===== src/pin_mux_consts.vh =====
// constants for the low port pin function select block
`ifndef PIN_MUX_CONSTS_VH
`define PIN_MUX_CONSTS_VH

// ----------------------------------------------------------------
// register offsets on the plain register port
// ----------------------------------------------------------------
`define OFS_PORT_OUTPUT_LATCH  4'h0
`define OFS_PORT_DIRECTION     4'h1
`define OFS_PATTERN_ENABLE     4'h2
`define OFS_PATTERN_OUT        4'h3
`define OFS_TIMER_CTRL         4'h4
`define OFS_CH4_IO_CTRL        4'h5
`define OFS_CH3_IO_CTRL        4'h6
`define OFS_PORT_READ          4'h7

// ----------------------------------------------------------------
// field positions
// ----------------------------------------------------------------
`define PAT_EN_8_BIT           0
`define PAT_EN_9_BIT           1
`define PAT_EN_10_BIT          2
`define TC_COMBINE_BIT         0
`define TC_PULSE_MODE_CH3_BIT            1
`define TC_PULSE_MODE_CH4_BIT            2
`define TC_OE_A3_BIT           3
`define TC_OE_B3_BIT           4
`define TC_OE_A4_BIT           5
`define IO_A_LSB               0
`define IO_B_LSB               4

// ----------------------------------------------------------------
// reset values
// ----------------------------------------------------------------
`define RST_BYTE               8'h00

`endif


===== src/port_b_low_pin_function_select.v =====
// pin function select for the three lowest port pins
//
// Added by the designer: the address-and-strobe port and the register addresses.
`timescale 1ns/10ps
`include "pin_mux_consts.vh"
// Function
// - pin 2 free: dir 0 input, dir 1 output or pattern 10 by enable
// - pin 2 feeds ch4 A capture when combine, pulse_mode_ch4 zero and io_a2 set
// - pin 2 drives ch4 A compare when enabled and compare mode active
// - pin 1 free: dir 0 input, dir 1 output or pattern 9 by enable
// - pin 1 feeds ch3 B capture when combine, pulse_mode_ch3 zero and io_b2 set
// - pin 1 drives ch3 B compare when enabled and compare mode active
// - pin 0 free: dir 0 input, dir 1 output or pattern 8 by enable
// - pin 0 feeds ch3 A capture when combine, pulse_mode_ch3 zero and io_a2 set
// - pin 0 drives ch3 A compare when enabled and compare mode active
// - port read gives latch for output pins, pin level for inputs
// - output latch clears on reset and hw standby
module port_b_low_pin_function_select (
  // clock and reset
  input  wire       clk,
  input  wire       reset,
  input  wire       hw_standby,
  // register port
  input  wire [3:0] reg_addr,
  input  wire [7:0] reg_wdata,
  input  wire       reg_write,
  input  wire       reg_read,
  output reg  [7:0] reg_rdata,
  // timer compare levels
  input  wire       timer4_a_compare,
  input  wire       timer3_b_compare,
  input  wire       timer3_a_compare,
  // pins
  input  wire [2:0] pin_in,
  output reg  [2:0] pin_out,
  output reg  [2:0] pin_oe,
  // capture inputs to the timer
  output reg        timer4_pin_a,
  output reg        timer3_pin_b,
  output reg        timer3_pin_a
);

  // ----------------------------------------------------------------
  // registers
  // ----------------------------------------------------------------
  reg [7:0] port_output_latch_q;
  reg [7:0] port_direction_reg_q;
  reg [2:0] pattern_enable_q;
  reg [2:0] pattern_out_q;
  reg [5:0] timer_ctrl_q;
  reg [7:0] ch4_io_ctrl_q;
  reg [7:0] ch3_io_ctrl_q;
  reg [2:0] pin_meta_q;
  reg [2:0] pin_sync_q;

  // compare mode: io bit 2 clear and bits 1:0 not both zero
  function cmp_sel;
    input [2:0] io;
    begin
      cmp_sel = ~io[2] & (io[1] | io[0]);
    end
  endfunction

  always @(posedge clk or posedge reset) begin
    if (reset) begin
      pin_meta_q <= 3'h0;
      pin_sync_q <= 3'h0;
    end else begin
      pin_meta_q <= pin_in;
      pin_sync_q <= pin_meta_q;
    end
  end

  always @(posedge clk or posedge reset) begin
    if (reset) begin
      port_output_latch_q  <= `RST_BYTE;
      port_direction_reg_q <= `RST_BYTE;
      pattern_enable_q     <= 3'h0;
      pattern_out_q        <= 3'h0;
      timer_ctrl_q         <= 6'h00;
      ch4_io_ctrl_q        <= `RST_BYTE;
      ch3_io_ctrl_q        <= `RST_BYTE;
    end else if (hw_standby) begin
      port_output_latch_q  <= `RST_BYTE;
    end else if (reg_write) begin
      case (reg_addr)
        `OFS_PORT_OUTPUT_LATCH: port_output_latch_q <= reg_wdata;
        `OFS_PORT_DIRECTION:    port_direction_reg_q <= reg_wdata;
        `OFS_PATTERN_ENABLE:    pattern_enable_q <= reg_wdata[2:0];
        `OFS_PATTERN_OUT:       pattern_out_q <= reg_wdata[2:0];
        `OFS_TIMER_CTRL:        timer_ctrl_q <= reg_wdata[5:0];
        `OFS_CH4_IO_CTRL:       ch4_io_ctrl_q <= reg_wdata;
        `OFS_CH3_IO_CTRL:       ch3_io_ctrl_q <= reg_wdata;
        default: ;
      endcase
    end
  end

  // ----------------------------------------------------------------
  // selection
  // ----------------------------------------------------------------
  wire       combine = timer_ctrl_q[`TC_COMBINE_BIT];
  wire       pulse_mode_ch3    = timer_ctrl_q[`TC_PULSE_MODE_CH3_BIT];
  wire       pulse_mode_ch4    = timer_ctrl_q[`TC_PULSE_MODE_CH4_BIT];
  wire [2:0] io4a    = ch4_io_ctrl_q[`IO_A_LSB+2:`IO_A_LSB];
  wire [2:0] io3a    = ch3_io_ctrl_q[`IO_A_LSB+2:`IO_A_LSB];
  wire [2:0] io3b    = ch3_io_ctrl_q[`IO_B_LSB+2:`IO_B_LSB];
  wire [2:0] dir     = port_direction_reg_q[2:0];
  wire [2:0] latch   = port_output_latch_q[2:0];
  wire [2:0] own_d;
  wire [2:0] cmp_lvl = {timer4_a_compare, timer3_b_compare,
                        timer3_a_compare};
  reg  [2:0] out_d;
  reg  [2:0] oe_d;
  integer    i;

  assign own_d[2] = timer_ctrl_q[`TC_OE_A4_BIT] &
                    (combine | pulse_mode_ch4 | cmp_sel(io4a));
  assign own_d[1] = timer_ctrl_q[`TC_OE_B3_BIT] &
                    (combine | cmp_sel(io3b));
  assign own_d[0] = timer_ctrl_q[`TC_OE_A3_BIT] &
                    (combine | pulse_mode_ch3 | cmp_sel(io3a));

  always @* begin
    for (i = 0; i < 3; i = i + 1) begin
      if (own_d[i]) begin
        out_d[i] = cmp_lvl[i];
        oe_d[i]  = 1'b1;
      end else begin
        out_d[i] = pattern_enable_q[i] ? pattern_out_q[i] : latch[i];
        oe_d[i]  = dir[i];
      end
    end
  end

  // ----------------------------------------------------------------
  // registered outputs
  // ----------------------------------------------------------------
  always @(posedge clk or posedge reset) begin
    if (reset) begin
      pin_out      <= 3'h0;
      pin_oe       <= 3'h0;
      timer4_pin_a <= 1'b0;
      timer3_pin_b <= 1'b0;
      timer3_pin_a <= 1'b0;
      reg_rdata    <= 8'h00;
    end else begin
      pin_out      <= out_d;
      pin_oe       <= oe_d;
      timer4_pin_a <= ~combine & ~pulse_mode_ch4 & io4a[2] & pin_sync_q[2];
      timer3_pin_b <= ~combine & ~pulse_mode_ch3 & io3b[2] & pin_sync_q[1];
      timer3_pin_a <= ~combine & ~pulse_mode_ch3 & io3a[2] & pin_sync_q[0];
      reg_rdata    <= 8'h00;
      if (reg_read) begin
        case (reg_addr)
          `OFS_PORT_OUTPUT_LATCH: reg_rdata <= port_output_latch_q;
          `OFS_PORT_DIRECTION:    reg_rdata <= port_direction_reg_q;
          `OFS_PATTERN_ENABLE:    reg_rdata <= {5'h00, pattern_enable_q};
          `OFS_PATTERN_OUT:       reg_rdata <= {5'h00, pattern_out_q};
          `OFS_TIMER_CTRL:        reg_rdata <= {2'h0, timer_ctrl_q};
          `OFS_CH4_IO_CTRL:       reg_rdata <= ch4_io_ctrl_q;
          `OFS_CH3_IO_CTRL:       reg_rdata <= ch3_io_ctrl_q;
          `OFS_PORT_READ:         reg_rdata <= {5'h00,
            (dir & latch) | (~dir & pin_sync_q)};
          default:                reg_rdata <= 8'h00;
        endcase
      end
    end
  end

endmodule // port_b_low_pin_function_select


===== config.mk =====
export PLATFORM = sky130hd
export DESIGN_NAME = port_b_low_pin_function_select
export DESIGN_NICKNAME = d
export VERILOG_FILES = /design/src/port_b_low_pin_function_select.v
export VERILOG_INCLUDE_DIRS = /design/src
export SDC_FILE = /design/constraint.sdc
export NUM_CORES = 1
export LEC_CHECK = 0
export BUFFER_PORTS_ARGS = -buffer_cell sky130_fd_sc_hd__buf_2
export CAP_MARGIN = 10
export CORE_MARGIN = 3
export CORE_UTILIZATION = 40
export CTS_CLUSTER_SIZE = 40
export DETAILED_ROUTE_END_ITERATION = 16
export PLACE_DENSITY_LB_ADDON = 0.15
export RECOVER_POWER = 100
export SLEW_MARGIN = 20
export SYNTH_ARGS = -nofsm -noshare
export SYNTH_HDL_FRONTEND = slang
export SYNTH_SLANG_ARGS = --single-unit

===== constraint.sdc =====
create_clock -name clk -period 2.35 [get_ports clk]
set_input_delay 0.3525 -clock clk [delete_from_list [all_inputs] [get_ports clk]]
set_output_delay 0.3525 -clock clk [all_outputs]
set_load 0.01 [all_outputs]

# [Yosys cells after proc, flatten, opt, wreduce, memory -nomap -nowiden]
# Cells that the tools add are included.
[totals] register_bits=67 output_inout_bits=17
[classes] n_reduce_logical=10 eq_ne=7 muxes=14 bitwise=33
[ops] cell="8-bit one-hot mux with 8 select lines" n=1
[ops] cell="8-bit two-way mux" n=4
[ops] cell="3-bit AND reduction" n=6
[ops] cell="4-bit by 3-bit equality test with 1-bit output, second input constant" n=4
[ops] cell="1-bit bitwise AND" n=14
[ops] cell="1-bit two-way mux" n=9
[ops] cell="4-bit by 2-bit equality test with 1-bit output, second input constant" n=2
[ops] cell="1-bit bitwise OR" n=8
[ops] cell="1-bit inverter" n=7
[ops] cell="3-bit bitwise AND" n=2
[ops] cell="4-bit by 1-bit equality test with 1-bit output, second input constant" n=1
[ops] cell="4-bit logical NOT" n=1
[ops] cell="2-bit nonzero test" n=2
[ops] cell="3-bit inverter" n=1
[ops] cell="3-bit bitwise OR" n=1
[ops] cell="2-bit AND reduction" n=1

# [Depth between registers and ports, before layout]
[depth] ltp_word=5 mapped_depth=5 mapped_depth_nobuf=3

# [Worst setup path after synthesis]
# OpenSTA, ideal clock, no wires.
[synth_timing] kind="input -> register" start="input hw_standby" end="register ch3_io_ctrl_q[2]" t_required_ns=2.225 path_stages=5 arrival_time_ns=1.444 path_slack_ns=0.781 setup_ns=0.125 n_path_buf=2 path_cell_list="buf_2 nor4b_4 and3_1 buf_4 mux2_2"
[synth_between] elab_chain_len=2
[synth_lines] element="from (decl)" line_no="port_b_low_pin_function_select.v:22" rtl="input wire hw_standby,"
[synth_lines] element="1-bit inverter (no line)"
[synth_lines] element="3-bit AND reduction (no line)"
[synth_lines] element="to (signal assigned)" line_no="port_b_low_pin_function_select.v:82" rtl="ch3_io_ctrl_q <= `RST_BYTE;"
[synth_lines] element="to (signal assigned)" line_no="port_b_low_pin_function_select.v:93" rtl="`OFS_CH3_IO_CTRL: ch3_io_ctrl_q <= reg_wdata;"
[synth_lines] element="to (decl)" line_no="port_b_low_pin_function_select.v:52" rtl="reg [7:0] ch3_io_ctrl_q;"
# Every way passes these cells.
# A chain may end at the register's enable or synchronous reset.

# [Worst setup path after layout]
[layout_timing] start="input reg_addr[2]" end="register reg_rdata[3]"
[layout_between] elab_chain_len=3 elab_cells_between_ends=10 cone_classes="eq/ne (7); mux (2); reduce/logical (1)"
[layout_lines] element="from (decl)" line_no="port_b_low_pin_function_select.v:24" rtl="input wire [3:0] reg_addr,"
[layout_lines] element="4-bit by 3-bit equality test with 1-bit output (tied with other cells)" line_no="port_b_low_pin_function_select.v:155" rtl="case (reg_addr)"
[layout_lines] element="8-bit one-hot mux with 8 select lines *" line_no="port_b_low_pin_function_select.v:155"
[layout_lines] element="8-bit two-way mux *" line_no="port_b_low_pin_function_select.v:154" rtl="if (reg_read) begin"
[layout_lines] element="to (signal assigned)" line_no="port_b_low_pin_function_select.v:156" rtl="`OFS_PORT_OUTPUT_LATCH: reg_rdata <= port_output_latch_q;"
[layout_lines] element="to (signal assigned)" line_no="port_b_low_pin_function_select.v:157" rtl="`OFS_PORT_DIRECTION: reg_rdata <= port_direction_reg_q;"
[layout_lines] element="to (signal assigned)" line_no="port_b_low_pin_function_select.v:158" rtl="`OFS_PATTERN_ENABLE: reg_rdata <= {5'h00, pattern_enable_q};"
[layout_lines] element="to (decl)" line_no="port_b_low_pin_function_select.v:28" rtl="output reg [7:0] reg_rdata,"
# Mark *: on every way between the ends. The rest lies on a longest branch, timed or not.

==> results.py <==
metrics = {
    "synthesis": {
        "synthesis.area_sq_um": 3090,
        "synth_top_flop_cell": "sky130_fd_sc_hd__dfrtp_1",
        "synth_fp_nets": 277,
        "synth_mux_area_share_pct": 17.8,
        "syn_avg_cell_area_sq_um": 12.2,
        "async_reset_ff_share_pct": 100,
        "synth_adder_area_share_pct": 0,
        "synthDistinctLibCells": 37,
        "synth_compound_gate_area_share_pct": 9.42,
        "dominant_combinational_cell_family_by_area_after_synthesis": "multiplexers",
        "synth-simple-area-share_pct": 16.0,
        "yosys_warnings": 0,
        "post_synth_xor_area_fraction_pct": 0,
        "syn-instance-count": 254,
        "yosysSeqAreaShare_pct": 54.2,
        "synth-edff-count": 0,
        "synth-seq-cells": 67,
    },
    "finish": {
        "final_nets": 315,
        "area_growth_syn_to_layout_pct": 13.5,
        "diodes": 0,
        "stdcell_count": 394,
        "nFillCells": 711,
        "drive_above_1_share_pct": 28.1,
    },
    "global_route": {
        "number_of_global_route_vias_before_repair": 2107,
        "grt-ovfl-total": 0,
        "groute.usage.overall_pct": 17.3,
        "grt_start_max_net_pins": 68,
        "grt_antenna_before_repair": 0,
        "grt_first_pass_wirelength_mm": 11.4,
    },
    "timing": {
        "timing.final.max_slew_violations": 68,
        "setup-violations-final": 0,
        "timing_hold_violations_final": 0,
        "skew_ns": 0.00898,
        "timing.slew.headroom_pct": -5.68,
        "finalCritPeriodShare_pct": 79.0,
        "totalNegativeSetupSlack_ns": 0,
        "rsz_0062_raised_after_global_routing": "false",
        "timing_worst_slew_pin_value_ns": 1.59,
        "finalCriticalPeriod_ns": 1.86,
        "max_clock_freq_mhz": 539,
    },
    "detailed_routing": {
        "post_drt_via_cell_ratio": 5.42,
        "drc": 0,
        "finalWirelength_mm": 7.13,
        "routed_wire_length_per_instance_um": 18.1,
        "detailedRoute.firstPassIterationCount": 4,
        "route.antenna.remaining_nets": 0,
        "drt_iter0_drc": 118,
        "vias": 2137,
    },
    "clocking": {
        "deepest_level_of_the_cts_h_tree": 3,
        "cts_buffers": 9,
        "clkLatencyLatePin_ns": 0.34,
        "cell_chosen_for_the_clock_root": "sky130_fd_sc_hd__clkbuf_8",
        "tritoncts_clock_tree": "done",
        "clock_transition_at_path_regs_ns": 0.07,
        "cts_hold_buffers": 0,
        "clock_path_buffers": 2,
        "tritoncts_num_sinks": 67,
        "cts.repair_timing.setup_buffer_count": 0,
        "cts_resized": 0,
    },
    "power_and_ir_drop": {
        "p_per_area_nw_per_um2": 803,
        "leakagePower_nw": 1.62,
        "worst_ir_drop_vdd_mv": 0.394,
    },
    "status": {
        "run_status": "finished with violations",
        "failed_checks": "max-capacitance violations, max-slew violations",
    },
    "worst_setup_path": {
        "crit_path_max_fanout": 25,
        "timing.critical_path.arrival_ns": 2.11,
        "crit_path_start_kind": "input pin",
        "r2r.worst_path.cells": 3,
        "worstSetupEndpointType": "flip-flop",
        "reg2reg_slack_ns": 0.89,
        "r2r-start": "ch3_io_ctrl_q[5]$_DFFE_PP0P_",
        "worst_r2r_endpoint": "pin_out[1]$_DFF_PP0_",
        "timing_worst_setup_path_type": "in -> reg",
        "critical_path_required_ns": 2.60,
    },
    "floorplan": {
        "placement_rows": 31,
        "floorplan.die.width_um": 94.0,
        "fp.dieH_um": 94.0,
        "die_outline_area_sq_um": 8830,
        "coreArea_sq_um": 7370,
        "initial_utilization_pct": 42.0,
        "design.portCount": 40,
    },
    "placement": {
        "portBuffers": 39,
        "numPlacedInstances": 380,
        "gp_congestion": 0.827,
        "dpl.hpwl_mm": 4.73,
    },
    "run": {
        "max_cap_viols": 1,
    },
    "hold_path": {
        "hold_path_class": "in -> reg",
        "holdPathStages": 1,
        "hold_path_end": "pin_meta_q[0]$_DFF_PP0_",
        "timing.hold.worst.start": "pin_in[0]",
    },
}
## final cells by class
class,count,area (sq um),share of cell area (%)
flip-flops and latches,67,1680,47.7
clock inverters,3,65.1,1.85
inverters,3,11.3,0.321
well taps,99,124,3.53
clock buffers,11,131,3.74
multi-input cells,168,1310,37.3
repair buffers,43,194,5.52
## state kept, by name, indices dropped and copies added, names as in the netlist, 3 cells and up
signal                cells
ch3_io_ctrl_q             8
ch4_io_ctrl_q             8
port_direction_reg_q      8
port_output_latch_q       8
reg_rdata                 8
timer_ctrl_q              6
pattern_enable_q          3
pattern_out_q             3
pin_meta_q                3
pin_oe                    3
pin_out                   3
pin_sync_q                3
## cells by family after synthesis
logic type	count (synthesis)
AND/OR/NAND/NOR	70
flip-flops	67
AO/OA/AOI/OAI	49
multiplexers	49
buffers and inverters	19
## per-stage QoR
stage	hold WS, ns	instance area, sq um	total power [W]	util (%)	setup slack [ns]
global route	0.116	3510	0.00296	47.7	0.347
global placement	0.333	3390	0.00186	45.9	0.493
CTS	0.0920	3580	0.00287	48.6	0.801
finish	0.120	3510	0.00282	47.7	0.493
floorplan	0.331	3090	0.00171	-	0.314
detailed placement	0.336	3390	0.00187	45.9	0.451
## cell usage in the layout (no fill, tap or decap), types with 2 or more instances in the layout
cell type,netlist,final
sky130_fd_sc_hd__clkbuf_1,9,21
sky130_fd_sc_hd__buf_2,5,21
sky130_fd_sc_hd__nor3b_1,5,5
sky130_fd_sc_hd__mux2_1,3,3
sky130_fd_sc_hd__and3b_1,15,15
sky130_fd_sc_hd__or3_1,2,2
sky130_fd_sc_hd__bufinv_16,0,2
sky130_fd_sc_hd__clkbuf_2,0,2
sky130_fd_sc_hd__a41oi_1,3,3
sky130_fd_sc_hd__nand3_1,8,8
sky130_fd_sc_hd__a31oi_1,2,2
sky130_fd_sc_hd__nand2b_1,3,3
sky130_fd_sc_hd__a32oi_1,4,4
sky130_fd_sc_hd__and2_1,2,2
sky130_fd_sc_hd__clkbuf_8,0,9
sky130_fd_sc_hd__o21bai_1,2,2
sky130_fd_sc_hd__o21ai_0,24,24
sky130_fd_sc_hd__and3_1,7,7
sky130_fd_sc_hd__inv_1,3,3
sky130_fd_sc_hd__mux2i_1,2,2
sky130_fd_sc_hd__nor4bb_1,3,3
sky130_fd_sc_hd__nor2b_1,5,5
sky130_fd_sc_hd__dfrtp_1,67,67
sky130_fd_sc_hd__nand2_1,4,6
sky130_fd_sc_hd__nor2_1,6,6
sky130_fd_sc_hd__nand3b_1,2,2
sky130_fd_sc_hd__a21oi_1,11,11
sky130_fd_sc_hd__mux2_2,44,44
## cells in the mapped netlist (5+ instances only)
| cell type | count | area [sq um] |
|---|---|---|
| sky130_fd_sc_hd__buf_2 | 5 | 25.0 |
| sky130_fd_sc_hd__o21ai_0 | 24 | 120 |
| sky130_fd_sc_hd__nor2_1 | 6 | 22.5 |
| sky130_fd_sc_hd__and3b_1 | 15 | 131 |
| sky130_fd_sc_hd__dfrtp_1 | 67 | 1680 |
| sky130_fd_sc_hd__nor3b_1 | 5 | 37.5 |
| sky130_fd_sc_hd__nor2b_1 | 5 | 31.3 |
| sky130_fd_sc_hd__mux2_2 | 44 | 495 |
| sky130_fd_sc_hd__clkbuf_1 | 9 | 33.8 |
| sky130_fd_sc_hd__and3_1 | 7 | 43.8 |
| sky130_fd_sc_hd__nand3_1 | 8 | 40.0 |
| sky130_fd_sc_hd__a21oi_1 | 11 | 55.1 |
## worst max path at each step
stage                start                            to  depth (start not counted)
2_1_floorplan        reset  ch3_io_ctrl_q[0]$_DFFE_PP0P_                          1
3_3_place_gp   reg_addr[0]  ch3_io_ctrl_q[7]$_DFFE_PP0P_                          4
3_5_place_dp   reg_addr[0]  ch3_io_ctrl_q[3]$_DFFE_PP0P_                          4
4_1_cts        reg_addr[0]  ch3_io_ctrl_q[3]$_DFFE_PP0P_                          4
5_1_grt        reg_addr[2]        reg_rdata[3]$_DFF_PP0_                          6
6_report       reg_addr[2]        reg_rdata[3]$_DFF_PP0_                          6
## power breakdown
group          total [W]  switching, W  internal, W
logic           0.000407      0.000192     0.000215
registers        0.00142      0.000103      0.00132
clock network   0.000991      0.000406     0.000585
## critical path, stage by stage
cell                       delay (ns)
sky130_fd_sc_hd__clkbuf_2        0.29
sky130_fd_sc_hd__buf_4           0.27
sky130_fd_sc_hd__nor4_1          0.56
sky130_fd_sc_hd__clkbuf_1        0.35
sky130_fd_sc_hd__nand2_1         0.10
sky130_fd_sc_hd__a31oi_1         0.16
## per-layer routing
layer / wire length [um] / track usage, % / up-vias
met4: 123 / 8.30 / 0
met5: 0 / 0 / -
li1: - / - / 1003
met2: 3200 / 24.8 / 69
met3: 349 / 2.88 / 12
met1: 3460 / 25.2 / 1053
No activity file was read; power rests on OpenSTA's default activity.
